**src/logic_blocks_defs.vh**
```
// constants for the safety logic function blocks
`ifndef LOGIC_BLOCKS_DEFS_VH
`define LOGIC_BLOCKS_DEFS_VH
`define GATE_INPUTS      8
`define TIME_W           16
`define TICK_NS          1000
`define CLK_NS           8
`define TICK_CYCLES      ((`TICK_NS + `CLK_NS - 1) / `CLK_NS)
`define TICK_CNT_W       8
`define TICK_CNT_ZERO    8'h00
`define TICK_CNT_LAST    8'h7C
`define TIME_ZERO        16'h0000
`define TIME_ONE         16'h0001
`define DATA_W           8
`define DATA_ZERO        8'h00
`define TBL_DEPTH        16
`define TBL_IDX_W        4
`define TBL_CNT_W        5
`define TBL_CNT_ZERO     5'h00
`define ADDR_W           8
`define DELAY_TYPE_ON    1'b0
`define DELAY_TYPE_OFF   1'b1
`define TRIG_RISING      1'b0
`define TRIG_FALLING     1'b1
`define REG_LOGIC_CFG    8'h00
`define REG_DELAY_CFG    8'h04
`define REG_PULSE_CFG    8'h08
`define REG_TBL_CFG      8'h0C
`define REG_STATUS       8'h10
`define REG_TBL_BASE     8'h40
`define REG_TBL_MASK     8'hC0
`endif

```
**src/logic_blocks.v**
```verilog
// safety logic function blocks: gates, delay, pulse, start latch, lookup table
//
// Notes on behaviour
// and output high only while every enabled input is present
// on-delay: output rises after input held for the delay length
// off-delay: output falls only after delay length since input removal
// delay block has one type bit and one delay length
// nor output high only while no enabled input is present
// or output high while at least one enabled input is present
// pulse rises on input falling edge, lasts exactly pulse length; code ends it on the pulse-length-th tick, so up to one tick short
// start output sets on selected control edge while enable input present
// start output holds while enable present, drops when it is removed
// edge select picks rising or falling control edge
// lookup output is the mapped entry, zero after reset
// entry count setting limits conversion to stored entries
// times counted in ticks; count restarts when trigger condition changes
//
// Decided for this implementation: strobed register access and the address map.
`timescale 1ns/1ns
`include "logic_blocks_defs.vh"
module logic_blocks (
    input  wire                     ref_clk,
    input  wire                     arst_n,
    input  wire [`ADDR_W-1:0]       reg_addr,
    input  wire [31:0]              reg_wdata,
    input  wire                     reg_wr,
    input  wire                     reg_rd,
    output reg  [31:0]              reg_rdata,
    input  wire [`GATE_INPUTS-1:0]  gate_in,
    output reg                      and_out,
    output reg                      or_out,
    output reg                      nor_out,
    input  wire                     delay_in,
    output reg                      delay_out,
    input  wire                     pulse_in,
    output reg                      pulse_out,
    input  wire                     start_enable_in,
    input  wire                     start_control_in,
    output reg                      start_out,
    input  wire [`DATA_W-1:0]       convert_in,
    input  wire                     convert_valid,
    output reg  [`DATA_W-1:0]       converted_value_out,
    output reg                      convert_miss
);

    // three-stage synchronisers for pin inputs; change accepted when stages 2 and 3 agree
    localparam SYNC_W = `GATE_INPUTS + 4;
    wire [SYNC_W-1:0] raw_in = {start_control_in, start_enable_in, pulse_in, delay_in, gate_in};
    reg  [SYNC_W-1:0] sync1_r;
    reg  [SYNC_W-1:0] sync2_r;
    reg  [SYNC_W-1:0] sync3_r;
    reg  [SYNC_W-1:0] clean_r;
    reg  [SYNC_W-1:0] clean_nxt;
    integer i;

    always @* begin
        clean_nxt = clean_r;
        for (i = 0; i < SYNC_W; i = i + 1) begin
            if (sync2_r[i] == sync3_r[i]) begin
                clean_nxt[i] = sync2_r[i];
            end
        end
    end

    always @(posedge ref_clk or negedge arst_n) begin
        if (!arst_n) begin
            sync1_r <= {SYNC_W{1'b0}};
            sync2_r <= {SYNC_W{1'b0}};
            sync3_r <= {SYNC_W{1'b0}};
            clean_r <= {SYNC_W{1'b0}};
        end else begin
            sync1_r <= raw_in;
            sync2_r <= sync1_r;
            sync3_r <= sync2_r;
            clean_r <= clean_nxt;
        end
    end

    wire [`GATE_INPUTS-1:0] gate_s = clean_r[`GATE_INPUTS-1:0];
    wire delay_s   = clean_r[`GATE_INPUTS];
    wire pulse_s   = clean_r[`GATE_INPUTS+1];
    wire enable_s  = clean_r[`GATE_INPUTS+2];
    wire control_s = clean_r[`GATE_INPUTS+3];

    // configuration registers
    reg [`GATE_INPUTS-1:0] and_mask_r;
    reg [`GATE_INPUTS-1:0] or_mask_r;
    reg [`GATE_INPUTS-1:0] nor_mask_r;
    reg                    delay_type_r;
    reg [`TIME_W-1:0]      delay_length_r;
    reg [`TIME_W-1:0]      pulse_length_r;
    reg                    trigger_sel_r;
    reg [`TBL_CNT_W-1:0]   table_count_r;
    reg [`DATA_W-1:0]      key_mem [0:`TBL_DEPTH-1];
    reg [`DATA_W-1:0]      val_mem [0:`TBL_DEPTH-1];

    // tick timebase shared by delay and pulse timers
    reg [`TICK_CNT_W-1:0] tick_cnt_r;
    reg                   tick_r;

    always @(posedge ref_clk or negedge arst_n) begin
        if (!arst_n) begin
            tick_cnt_r <= `TICK_CNT_ZERO;
            tick_r     <= 1'b0;
        end else if (tick_cnt_r == `TICK_CNT_LAST) begin
            tick_cnt_r <= `TICK_CNT_ZERO;
            tick_r     <= 1'b1;
        end else begin
            tick_cnt_r <= tick_cnt_r + 8'h01;
            tick_r     <= 1'b0;
        end
    end

    // gate blocks; an empty mask leaves and/or low and nor high
    always @(posedge ref_clk or negedge arst_n) begin
        if (!arst_n) begin
            and_out <= 1'b0;
            or_out  <= 1'b0;
            nor_out <= 1'b0;
        end else begin
            // all inputs present
            and_out <= (and_mask_r != 8'h00) && ((gate_s & and_mask_r) == and_mask_r);
            // any input present
            or_out  <= |(gate_s & or_mask_r);
            // no input present
            nor_out <= ~|(gate_s & nor_mask_r);
        end
    end

    // delay block
    reg [`TIME_W-1:0] delay_cnt_r;
    reg               delay_prev_r;
    wire              delay_target = (delay_type_r == `DELAY_TYPE_ON) ? delay_s : ~delay_s;
    // one extra tick absorbs the partial first tick, so the delay is never short, except at length 16'hFFFF where the limit wraps to zero
    wire [`TIME_W-1:0] delay_limit = delay_length_r + `TIME_ONE;

    always @(posedge ref_clk or negedge arst_n) begin
        if (!arst_n) begin
            delay_cnt_r  <= `TIME_ZERO;
            delay_prev_r <= 1'b0;
            delay_out    <= 1'b0;
        end else begin
            delay_prev_r <= delay_s;
            // restart on input change
            if (delay_s != delay_prev_r) begin
                delay_cnt_r <= `TIME_ZERO;
            end else if (tick_r && delay_target && delay_cnt_r != delay_limit) begin
                delay_cnt_r <= delay_cnt_r + `TIME_ONE;
            end
            // type picks delayed edge
            if (delay_type_r == `DELAY_TYPE_ON) begin
                // rise after held time
                if (!delay_s) begin
                    delay_out <= 1'b0;
                end else if (delay_s == delay_prev_r && delay_cnt_r == delay_limit) begin
                    delay_out <= 1'b1;
                end
            end else begin
                // fall after removal time
                if (delay_s) begin
                    delay_out <= 1'b1;
                end else if (delay_s == delay_prev_r && delay_cnt_r == delay_limit) begin
                    delay_out <= 1'b0;
                end
            end
        end
    end

    // pulse block
    reg [`TIME_W-1:0] pulse_cnt_r;
    reg               pulse_prev_r;

    always @(posedge ref_clk or negedge arst_n) begin
        if (!arst_n) begin
            pulse_cnt_r  <= `TIME_ZERO;
            pulse_prev_r <= 1'b0;
            pulse_out    <= 1'b0;
        end else begin
            pulse_prev_r <= pulse_s;
            // falling edge starts pulse
            if (pulse_prev_r && !pulse_s) begin
                // count restarts on trigger
                pulse_cnt_r <= `TIME_ZERO;
                pulse_out   <= (pulse_length_r != `TIME_ZERO);
            end else if (pulse_out && tick_r) begin
                // end after pulse length
                if (pulse_cnt_r + `TIME_ONE >= pulse_length_r) begin
                    pulse_out <= 1'b0;
                end
                pulse_cnt_r <= pulse_cnt_r + `TIME_ONE;
            end
        end
    end

    // start latch
    reg  control_prev_r;
    wire control_edge = (trigger_sel_r == `TRIG_RISING) ? (control_s && !control_prev_r)
                                                        : (!control_s && control_prev_r);

    always @(posedge ref_clk or negedge arst_n) begin
        if (!arst_n) begin
            control_prev_r <= 1'b0;
            start_out      <= 1'b0;
        end else begin
            control_prev_r <= control_s;
            // drop when enable removed
            if (!enable_s) begin
                start_out <= 1'b0;
            // selected edge sets
            end else if (control_edge) begin
                start_out <= 1'b1;
            end
        end
    end

    // lookup table: search stored keys, first match wins
    reg              hit;
    reg [`DATA_W-1:0] hit_val;
    integer k;

    always @* begin
        hit     = 1'b0;
        hit_val = `DATA_ZERO;
        for (k = `TBL_DEPTH - 1; k >= 0; k = k - 1) begin
            // only configured entries
            if (k < table_count_r && key_mem[k] == convert_in) begin
                hit     = 1'b1;
                hit_val = val_mem[k];
            end
        end
    end

    always @(posedge ref_clk or negedge arst_n) begin
        if (!arst_n) begin
            // zero after reset
            converted_value_out <= `DATA_ZERO;
            convert_miss        <= 1'b0;
        end else if (convert_valid) begin
            // mapped entry out
            if (hit) begin
                converted_value_out <= hit_val;
            end
            convert_miss <= ~hit;
        end
    end

    // register writes
    wire tbl_sel = (reg_addr & `REG_TBL_MASK) == `REG_TBL_BASE;
    wire [`TBL_IDX_W-1:0] tbl_idx = reg_addr[`TBL_IDX_W+1:2];

    always @(posedge ref_clk) begin
        if (reg_wr && tbl_sel) begin
            key_mem[tbl_idx] <= reg_wdata[`DATA_W-1:0];
            val_mem[tbl_idx] <= reg_wdata[`DATA_W+7:8];
        end
    end

    always @(posedge ref_clk or negedge arst_n) begin
        if (!arst_n) begin
            and_mask_r     <= 8'h00;
            or_mask_r      <= 8'h00;
            nor_mask_r     <= 8'h00;
            delay_type_r   <= `DELAY_TYPE_ON;
            delay_length_r <= `TIME_ZERO;
            pulse_length_r <= `TIME_ZERO;
            trigger_sel_r  <= `TRIG_RISING;
            table_count_r  <= `TBL_CNT_ZERO;
        end else if (reg_wr) begin
            case (reg_addr)
                `REG_LOGIC_CFG: begin
                    and_mask_r <= reg_wdata[7:0];
                    or_mask_r  <= reg_wdata[15:8];
                    nor_mask_r <= reg_wdata[23:16];
                end
                `REG_DELAY_CFG: begin
                    delay_length_r <= reg_wdata[15:0];
                    delay_type_r   <= reg_wdata[16];
                end
                `REG_PULSE_CFG: begin
                    pulse_length_r <= reg_wdata[15:0];
                    trigger_sel_r  <= reg_wdata[16];
                end
                `REG_TBL_CFG: begin
                    if (reg_wdata[`TBL_CNT_W-1:0] > 5'h10) begin
                        table_count_r <= 5'h10;
                    end else begin
                        table_count_r <= reg_wdata[`TBL_CNT_W-1:0];
                    end
                end
                default: begin
                end
            endcase
        end
    end

    // register reads, data one cycle after the strobe
    always @(posedge ref_clk or negedge arst_n) begin
        if (!arst_n) begin
            reg_rdata <= 32'h00000000;
        end else if (reg_rd) begin
            if (tbl_sel) begin
                reg_rdata <= {16'h0000, val_mem[tbl_idx], key_mem[tbl_idx]};
            end else begin
                case (reg_addr)
                    `REG_LOGIC_CFG: reg_rdata <= {8'h00, nor_mask_r, or_mask_r, and_mask_r};
                    `REG_DELAY_CFG: reg_rdata <= {15'h0000, delay_type_r, delay_length_r};
                    `REG_PULSE_CFG: reg_rdata <= {15'h0000, trigger_sel_r, pulse_length_r};
                    `REG_TBL_CFG:   reg_rdata <= {27'h0000000, table_count_r};
                    `REG_STATUS:    reg_rdata <= {8'h00, converted_value_out, gate_s,
                                                  1'b0, convert_miss, start_out, pulse_out,
                                                  delay_out, nor_out, or_out, and_out};
                    default:        reg_rdata <= 32'h00000000;
                endcase
            end
        end else begin
            reg_rdata <= 32'h00000000;
        end
    end

endmodule // logic_blocks

```
**config.mk**
```make
export PLATFORM = sky130hd
export DESIGN_NAME = logic_blocks
export DESIGN_NICKNAME = d
export VERILOG_FILES = /design/src/logic_blocks.v
export VERILOG_INCLUDE_DIRS = /design/src
export SDC_FILE = /design/constraint.sdc
export NUM_CORES = 1
export LEC_CHECK = 0
export CAP_MARGIN = 10
export CELL_PAD_IN_SITES_DETAIL_PLACEMENT = 1
export CELL_PAD_IN_SITES_GLOBAL_PLACEMENT = 1
export CORE_UTILIZATION = 53
export DETAILED_ROUTE_END_ITERATION = 8
export DONT_BUFFER_PORTS = 1
export GPL_TIMING_DRIVEN = 1
export PLACE_DENSITY_LB_ADDON = 0.1
export SETUP_SLACK_MARGIN = 0.5
export SLEW_MARGIN = 20
export SYNTH_ARGS = -nofsm -noshare
export SYNTH_HDL_FRONTEND = slang
export SYNTH_SLANG_ARGS = --single-unit
```
**constraint.sdc**
```tcl
create_clock -name ref_clk -period 3.24 [get_ports ref_clk]
set_input_delay 0.81 -clock ref_clk [delete_from_list [all_inputs] [get_ports ref_clk]]
set_output_delay 0.81 -clock ref_clk [all_outputs]
set_load 0.02 [all_outputs]
```
Word-level counts from Yosys, hierarchy flattened --
Memories as Yosys holds them, arrays and structs flattened. Index checks and enable logic that the tools add are counted.
Word-level totals: register bits 202, bits in writable memories 256, input bits 65, memories 2
Operators by class: add/subtract/negate cells 4, $lt $le $gt $ge 18, equal/unequal tests 42, mux-type cells 56, bitwise logic cells 5, reductions and logical operators 44
Memory list:
- key_mem | depth 16, width 8, read ports 17, clocked after memory_dff 0, wr ports 1, line logic_blocks.v:94 | reg [`DATA_W-1:0] key_mem [0:`TBL_DEPTH-1];
- val_mem | depth 16, width 8, read ports 17, clocked after memory_dff 0, wr ports 1, line logic_blocks.v:95 | reg [`DATA_W-1:0] val_mem [0:`TBL_DEPTH-1];
Operators with widths (number):
- == test 8 bit | 17
- two-way mux 8 bit | 17
- case mux 24 bit (5 select lines) | 1
- two-way mux 16 bit | 4
- adder 16 x 1 -> 16 bit (second input constant) | 3
- < comparator 4 x 5 -> 1 bit (first input constant) | 8
- two-way mux 32 bit | 1
- two-way mux 1 bit | 31
- logical AND 1 bit | 25
- bitwise AND 8 bit | 3
- two-way mux 24 bit | 1
- < comparator 3 x 5 -> 1 bit (first input constant) | 4
- == test 16 bit | 1
- == test 8 x 4 -> 1 bit (second input constant) | 2
- greater-or-equal comparator 16 bit | 1
- != test 16 bit | 1
- nonzero test 16 bit | 1
- OR reduction 8 bit | 2
- AND reduction 2 bit | 7
- == test 1 bit | 13
- < comparator 1 x 5 -> 1 bit (first input constant) | 2
- < comparator 2 x 5 -> 1 bit (first input constant) | 2
- adder 8 x 1 -> 8 bit (second input constant) | 1
- == test 8 x 3 -> 1 bit (second input constant) | 1
- other kinds (14) | 20

Logic depth before layout (Yosys ltp) --
Gate-level depths: netlist of the first run. An unclocked memory read counts as a cell.
depth in word-level cells 20, mapped depth 14, gate-level depth less buffers 14

Worst setup path before layout of the first run --
No wires, ideal clock.
kind input port to flip-flop, start point input reg_addr[3], end point memory key_mem[3][0] (netlist name), enable pin, data arrival time 3287 ps, data required time 2831 ps, path slack -456 ps, cell stages on the path 6, buffers on the path 4, path through buf_2 -> buf_1 -> clkbuf_1 -> clkbuf_1 -> nand3_1 -> nor3_1
RTL lines:
- from (decl) | line logic_blocks.v:24 | input wire [`ADDR_W-1:0] reg_addr,
- to (decl) | line logic_blocks.v:94
Straight into the memory's write port.

Final worst setup path of the first run --
start point register pulse_cnt_r[0], end point register pulse_out
Between the ends: word-level cells in the longest chain between the ends 4
RTL lines:
- from (decl) | line logic_blocks.v:170 | reg [`TIME_W-1:0] pulse_cnt_r;
- from (signal assigned) | line logic_blocks.v:175 | pulse_cnt_r <= `TIME_ZERO;
- from (signal assigned) | line logic_blocks.v:183 | pulse_cnt_r <= `TIME_ZERO;
- from (signal assigned) | line logic_blocks.v:190 | pulse_cnt_r <= pulse_cnt_r + `TIME_ONE;
- adder 16 x 1 -> 16 bit (no line)
- greater-or-equal comparator 16 bit | line logic_blocks.v:187 | if (pulse_cnt_r + `TIME_ONE >= pulse_length_r) begin
- nonzero test 2 bit (no line)
- AND reduction 2 bit (no line)
- to (signal assigned) | line logic_blocks.v:184 | pulse_out <= (pulse_length_r != `TIME_ZERO);
- to (decl) | line logic_blocks.v:36 | output reg pulse_out,
No other way between the ends. A chain may end at the register's enable or synchronous reset.

==> metrics.yaml, run 1 <==
worst_setup_path:
  path_common_cell: "and3_4"
  required_ns: 3.71
  path_class: "reg -> reg"
  slowest_delay_ns: 0.44
  cp-end-kind: "flop"
  reg2reg_depth: 13
  cp_cell_sequence: "nand3_2 -> nor2_4 -> and3_4 -> and3_4 -> nand3_4 -> nor2_4 -> nand3_1 -> xnor2_1 -> ha_1 -> and3_4 -> nand3_4 -> a2111oi_4 -> nor3_1"
  worstPathMaxFanout: 3
  cp.arrival_ns: 3.21
  cp-start-kind: "flop"
  crit_path_top_delay_cell: "dfrtp_1"
clocking:
  cts_tree: "built"
  cts-buffers-inserted: 48
  cts_buffer_depth: 3
  clock_latency_ns: 0.61
  clk_pin_slew_ns: 0.06
  clock-sinks: 450
  htreeDepth: 2
  root_buffer: "clkbuf_16"
pwr:
  clkPwrFrac: 0.437
  p_switching_w: 0.00282
  sw_frac_of_total: 0.227
  pwr-share-seq: 0.515
  p_leak_nw: 9.25
  p_comb_frac: 0.048
  power_density_nw_per_um2: 504
  peakVddDrop_uv: 510
  internal_power_w: 0.00958
timing:
  finalSetupViolCount: 0
  hold_viol_final: 194
  finalCritPeriodShare: 0.848
  timing.hold.ws_ns: -0.0924
  slew_headroom: 0.267
  grt_setup_unrepaired: "yes"
  max_freq_mhz: 364
  period_needed_ns: 2.75
  final_max_slew_viol_count: 0
  tns_ns: 0
  fin_skew_ns: 0.0267
  worst_pin_slew_ns: 1.10
cells_and_area:
  regArea_um2: 12600
  fin_cells: 2252
  utilization: 0.603
  mostFrequentLayoutCells: "256 x edfxtp_1, 183 x dfrtp_1, 112 x nor2_1"
  fin_nets: 1768
  layout-drive-gt1-share: 0.223
  design_area_um2: 24600
  diodes: 0
  fillCellCount: 3900
  multi_input_comb_area_um2: 9000
  layout_commonest_cell: "edfxtp_1"
  area.growth.synth_to_final_pct: 12.6
floorplanning:
  num_io_pins: 112
  dieWidth_um: 205
  die_area_um2: 42000
  initial_core_util: 0.536
  rows: 74
  die_h_um: 205
  core-area_um2: 40700
detailed_routing:
  drt_iter0_markers: 1354
  dr_total_vias: 14400
  drtPass1Iterations: 7
  drt-vias-per-instance: 6.38
  drcViolationCount: 0
  antenna_left: 0
  post_drt_wl_per_cell_um: 27.9
  routed_wl_um: 62800
placed_design:
  gp_congestion: 0.899
  dp_hpwl_um: 43600
  dp_cells: 2140
  placed_area_um2: 22600
  portBuffers: 0
synth:
  synth_area_um2: 21800
  avgSynthCellArea_um2: 13.3
  synth-async-reset-ratio: 0.431
  synth_cells: 1641
  yosysSeqAreaShare: 0.574
  yosys_warnings: 0
  synth_cell_types: 85
  ys_ff_latch: 450
  synth_edf_count: 256
  ys.flop_type: "edfxtp_1"
min_path:
  worstHoldPathType: "in -> async"
run_status:
  violations: "hold timing"
  status: "finished, violations left"
job:
  cap_violations: 0
grt:
  grt_pass1_vias: 15100
  grt_pass1_wl_um: 94300
  grt_max_degree: 195
  overflow: 0
  grt_use_total: 0.304
  antenna_found_initial: 0
==> final cells by class <==
cell class,count,area share
clock buffers,60,0.0528
inverters,60,0.00916
multi-input cells,1044,0.366
well taps,532,0.0271
flip-flops and latches,450,0.511
clock inverters,30,0.00936
repair buffers,76,0.0247
==> synth_stat cells, types with 9 or more instances <==
cell | instances | area (µm²)
a211o_1 | 15 | 131
a21boi_0 | 10 | 75.1
a21o_1 | 9 | 67.6
a21oi_1 | 37 | 185
a222oi_1 | 16 | 160
a22oi_1 | 15 | 113
a31oi_1 | 19 | 119
and3_1 | 14 | 87.6
buf_2 | 17 | 85.1
buf_4 | 21 | 158
buf_6 | 12 | 135
clkbuf_1 | 37 | 139
dfrtp_1 | 194 | 4850
edfxtp_1 | 256 | 7690
ha_1 | 23 | 288
inv_1 | 60 | 225
maj3_1 | 12 | 120
mux2_2 | 59 | 664
mux2i_1 | 13 | 130
mux4_2 | 80 | 1800
nand2_1 | 80 | 300
nand2b_1 | 13 | 81.3
nand3_1 | 28 | 140
nand3b_1 | 10 | 75.1
nand4_1 | 28 | 175
nor2_1 | 128 | 480
nor3_1 | 20 | 100
nor4_1 | 31 | 194
o211ai_1 | 12 | 90.1
o21ai_0 | 45 | 225
o22ai_1 | 25 | 156
or3_1 | 13 | 81.3
xnor2_1 | 86 | 753
xor2_1 | 99 | 867
==> repair_timing <==
action | CTS | global route
buffers inserted | 9 | 12
endpoints found under the setup margin | 25 | 26
resized for setup | 21 | 47
cloned | 1 | 0
hold endpoints to repair | 194 | 194
pin swaps | 8 | 27
==> layer usage <==
| metal | GRT usage | wire length (µm) | vias up |
|---|---|---|---|
| li1 | - | - | 6258 |
| met4 | 0.116 | 2190 | 0 |
| met1 | 0.418 | 26900 | 7531 |
| met5 | 0 | 0 | - |
| met3 | 0.0531 | 3760 | 114 |
| met2 | 0.483 | 29900 | 475 |
==> flip-flops by register name (all words and copies together), names as in the netlist, 12 cells and up <==
| signal | cells |
|---|---|
| delay_cnt_r | 16 |
| key_mem | 128 |
| val_mem | 128 |
| sync2_r | 12 |
| clean_r | 12 |
| sync1_r | 12 |
| sync3_r | 12 |
| pulse_length_r | 16 |
| reg_rdata | 24 |
| delay_length_r | 16 |
| pulse_cnt_r | 16 |
==> power groups by stage <==
stage	combinational, W	sequential [W]	clock (W)
after global routing	0.000637	0.00640	0.00568
after floorplan	0.000539	0.00641	0
after global placement	0.000536	0.00649	0
after detailed placement	0.000552	0.00650	0
final	0.000598	0.00639	0.00541
after CTS	0.000570	0.00638	0.00549
==> path summary, 6_finish.rpt <==
check / from / endpoint / slack, ns
max in group asynchronous: arst_n / delay_cnt_r[6] / 3.14
setup / recovery: pulse_cnt_r[0] / pulse_out / 0.49
hold reg to reg: sync1_r[9] / sync2_r[9] / 0.34
hold / removal: arst_n / reg_rdata[4] / -0.09
setup reg to reg: pulse_cnt_r[0] / pulse_out / 0.49
min in group ref_clk: gate_in[1] / sync1_r[1] / 0.23
==> worst max-delay path: cells and delay by family (launching register included) <==
kind | cells | cell delay, ns
simple gates | 10 | 1.41
flops | 1 | 0.44
compound gates | 1 | 0.33
fa+ha+maj | 1 | 0.30
xor+xnor | 1 | 0.15
==> metrics by stage <==
stage	total power (W)	setup WS, ns	hold WS (ns)
2_1_floorplan	0.00695	0.428	0.331
3_3_place_gp	0.00703	0.230	0.332
4_1_cts	0.0124	0.453	-0.123
5_1_grt	0.0127	0.389	-0.106
3_5_place_dp	0.00705	0.0635	0.336
6_report	0.0124	0.494	-0.0924
==> logic make-up (layout without fill, tap and decap cells) <==
family,after synthesis,count (layout),share of synthesized area
buffers and inverters,155,226,0.0353
AO/OA/AOI/OAI,254,255,0.0830
adder cells (fa/ha/maj),35,35,0.0187
multiplexers,153,153,0.119
flip-flops,450,450,0.574
other,1,8,0.000172
XOR/XNOR,185,185,0.0742
AND/OR/NAND/NOR,408,408,0.0950
No activity file was read; power rests on OpenSTA's default activity.
==> run 2, diff against run 1 <==
- CORE_UTILIZATION: 53 -> 48
- clock period: 3.24 -> 2.4 ns (I/O delays scaled with it)
==> run 2 against run 1 <==
  * The flow finishes with violations (hold timing, setup timing)
  * Routed wire length up 7.7%
  * Total power is 40% higher
  * Critical path depth is the same
  * Final area up 9.0%
  * Sequential cell count unchanged
  * Sequential power rose by 35%
  * Combinational power is 63% higher
  * Global-route usage down 0.92 points
  * Worst setup slack lost 0.73 ns
  * Die area is 10% higher
  * Final cell count grew 8.4%
  * Maximum frequency rose by 4.3%
==> metrics.yaml, run 2 (synthesized netlist as in run 1, its figures left out) <==
worst_setup_path:
  cp-end-kind: "flop"
  cp.arrival_ns: 3.11
  crit_family: "simple AND/OR/NAND/NOR gates"
  worstPathMaxFanout: 3
  crit_path_top_delay_cell: "dfrtp_1"
  timing.rr.end: "pulse_out"
  cp_cell_sequence: "nand3_2 -> nor2_4 -> and3_4 -> and3_4 -> nand3_4 -> nor2_4 -> nand3_2 -> xnor2_2 -> ha_1 -> and3_1 -> nand3_1 -> a2111oi_2 -> nor3_1"
  required_ns: 2.88
  crit_start: "pulse_cnt_r[1]"
  worst-path-buf-inv: 0
  reg2reg_slack_ns: -0.23
  slowest_delay_ns: 0.42
  path_class: "reg -> reg"
  cp-start-kind: "flop"
  reg2reg_from: "pulse_cnt_r[1]"
  reg2reg_depth: 13
placed_design:
  gp_congestion: 0.901
  portBuffers: 0
  dp_hpwl_um: 46500
  placed_area_um2: 24000
  pre_cts_ws_ns: -0.335
timing:
  timing.hold.ws_ns: -0.303
  max_freq_mhz: 380
  worst_pin_slew_ns: 0.769
  period_needed_ns: 2.63
  final_max_slew_viol_count: 0
  fin_skew_ns: 0.0210
  finalSetupViolCount: 26
  slew_headroom: 0.484
  setup_slack_ns: -0.232
  hold_viol_final: 194
  tns_ns: -3.88
  finalCritPeriodShare: 1.10
  grt_setup_unrepaired: "yes"
clocking:
  cts_buffer_depth: 3
  root_buffer: "clkbuf_16"
  cts-buffers-inserted: 49
  htreeDepth: 2
  clock_latency_ns: 0.60
  cts_tree: "built"
  clk_pin_slew_ns: 0.06
  clock-sinks: 450
floorplanning:
  initial_core_util: 0.491
  core-area_um2: 44500
  rows: 77
  num_io_pins: 112
  dieWidth_um: 215
  die_h_um: 215
  die_area_um2: 46400
cells_and_area:
  layout_commonest_cell: "edfxtp_1"
  design_area_um2: 26800
  multi_input_comb_area_um2: 9700
  layout-drive-gt1-share: 0.321
  diodes: 0
  mostFrequentLayoutCells: "256 x edfxtp_1, 189 x dfrtp_1, 151 x buf_4"
  fillCellCount: 4205
  area.growth.synth_to_final_pct: 22.7
  top_regs: "key_mem (128), val_mem (128), reg_rdata (24)"
  regArea_um2: 12500
  fin_nets: 1898
grt:
  grt_util_met3: 0.0580
  grt_pass1_wl_um: 102000
  grt_max_degree: 195
  grt_pass1_vias: 16100
  overflow: 0
  antenna_found_initial: 1
  busiest_layer: "met2"
  use_met2: 0.483
  grt_use_total: 0.295
  grt_use_met1: 0.393
job:
  cap_violations: 0
detailed_routing:
  post_drt_wl_per_cell_um: 27.7
  drtPass1Iterations: 7
  drt_iter0_markers: 1397
  antenna_left: 0
  drt-vias-per-instance: 6.14
  drcViolationCount: 0
  dr_total_vias: 15000
  routed_wl_um: 67700
pwr:
  p_leak_nw: 10.4
  peakVddDrop_uv: 505
  power_density_nw_per_um2: 647
run_status:
  status: "finished, violations left"
  violations: "hold timing, setup timing"
min_path:
  worstHoldPathType: "in -> async"
==> run 2: stage by stage <==
step                      hold slack [ns]  total power [W]  std cells  utilization
after floorplan                     0.304          0.00944       1648            -
after global placement              0.311          0.00958       2314        0.538
after detailed placement            0.311          0.00962       2314        0.538
after CTS                          -0.326           0.0174       2427        0.594
after global routing               -0.328           0.0178       2441        0.602
final                              -0.303           0.0173       2441        0.602
==> run 2: metal layers <==
metal	wire length [µm]	vias to the layer above
met3	4110	114
met2	33000	463
met5	15	-
met4	2090	2
li1	-	6514
met1	28500	7900
==> run 2: cell type report <==
cell class | count | area share
multi-input combinational | 1045 | 0.362
sequential | 450 | 0.468
clock buffer | 66 | 0.0528
timing repair buffer | 204 | 0.0729
inverter | 60 | 0.00849
clock inverter | 24 | 0.00840
tap | 592 | 0.0276
==> run 2: power by group <==
part | switching (W) | internal, W
clock | 0.00317 | 0.00457
combinational | 0.000463 | 0.000510
sequential | 0.000262 | 0.00836
==> run 2: repair_timing <==
action	CTS	global route
setup buffers	18	13
gates resized for setup	146	58
pin swaps	54	58
endpoints found under the setup margin	82	102
endpoints found under the hold margin	194	194
cloned	5	1
==> run 2: how the worst max path moves through the flow <==
| stage | cells after the start | slack, ns | to |
|---|---|---|---|
| 6_report | 13 | -0.23 | pulse_out |
| 5_1_grt | 13 | -0.37 | pulse_out |
| 4_1_cts | 14 | -0.23 | pulse_out |
| 3_5_place_dp | 9 | -0.34 | converted_value_out[7] |
| 3_3_place_gp | 8 | -0.29 | converted_value_out[4] |
| 2_1_floorplan | 11 | -0.20 | converted_value_out[7] |
==> run 2: worst reg2reg max path: cells and delay by family, from the launching register on <==
family                   cells  cell delay, ns
flip-flops                   1            0.42
AND/OR/NAND/NOR             10            1.34
adder cells (fa/ha/maj)      1            0.29
XOR/XNOR                     1            0.17
AO/OA/AOI/OAI                1            0.31
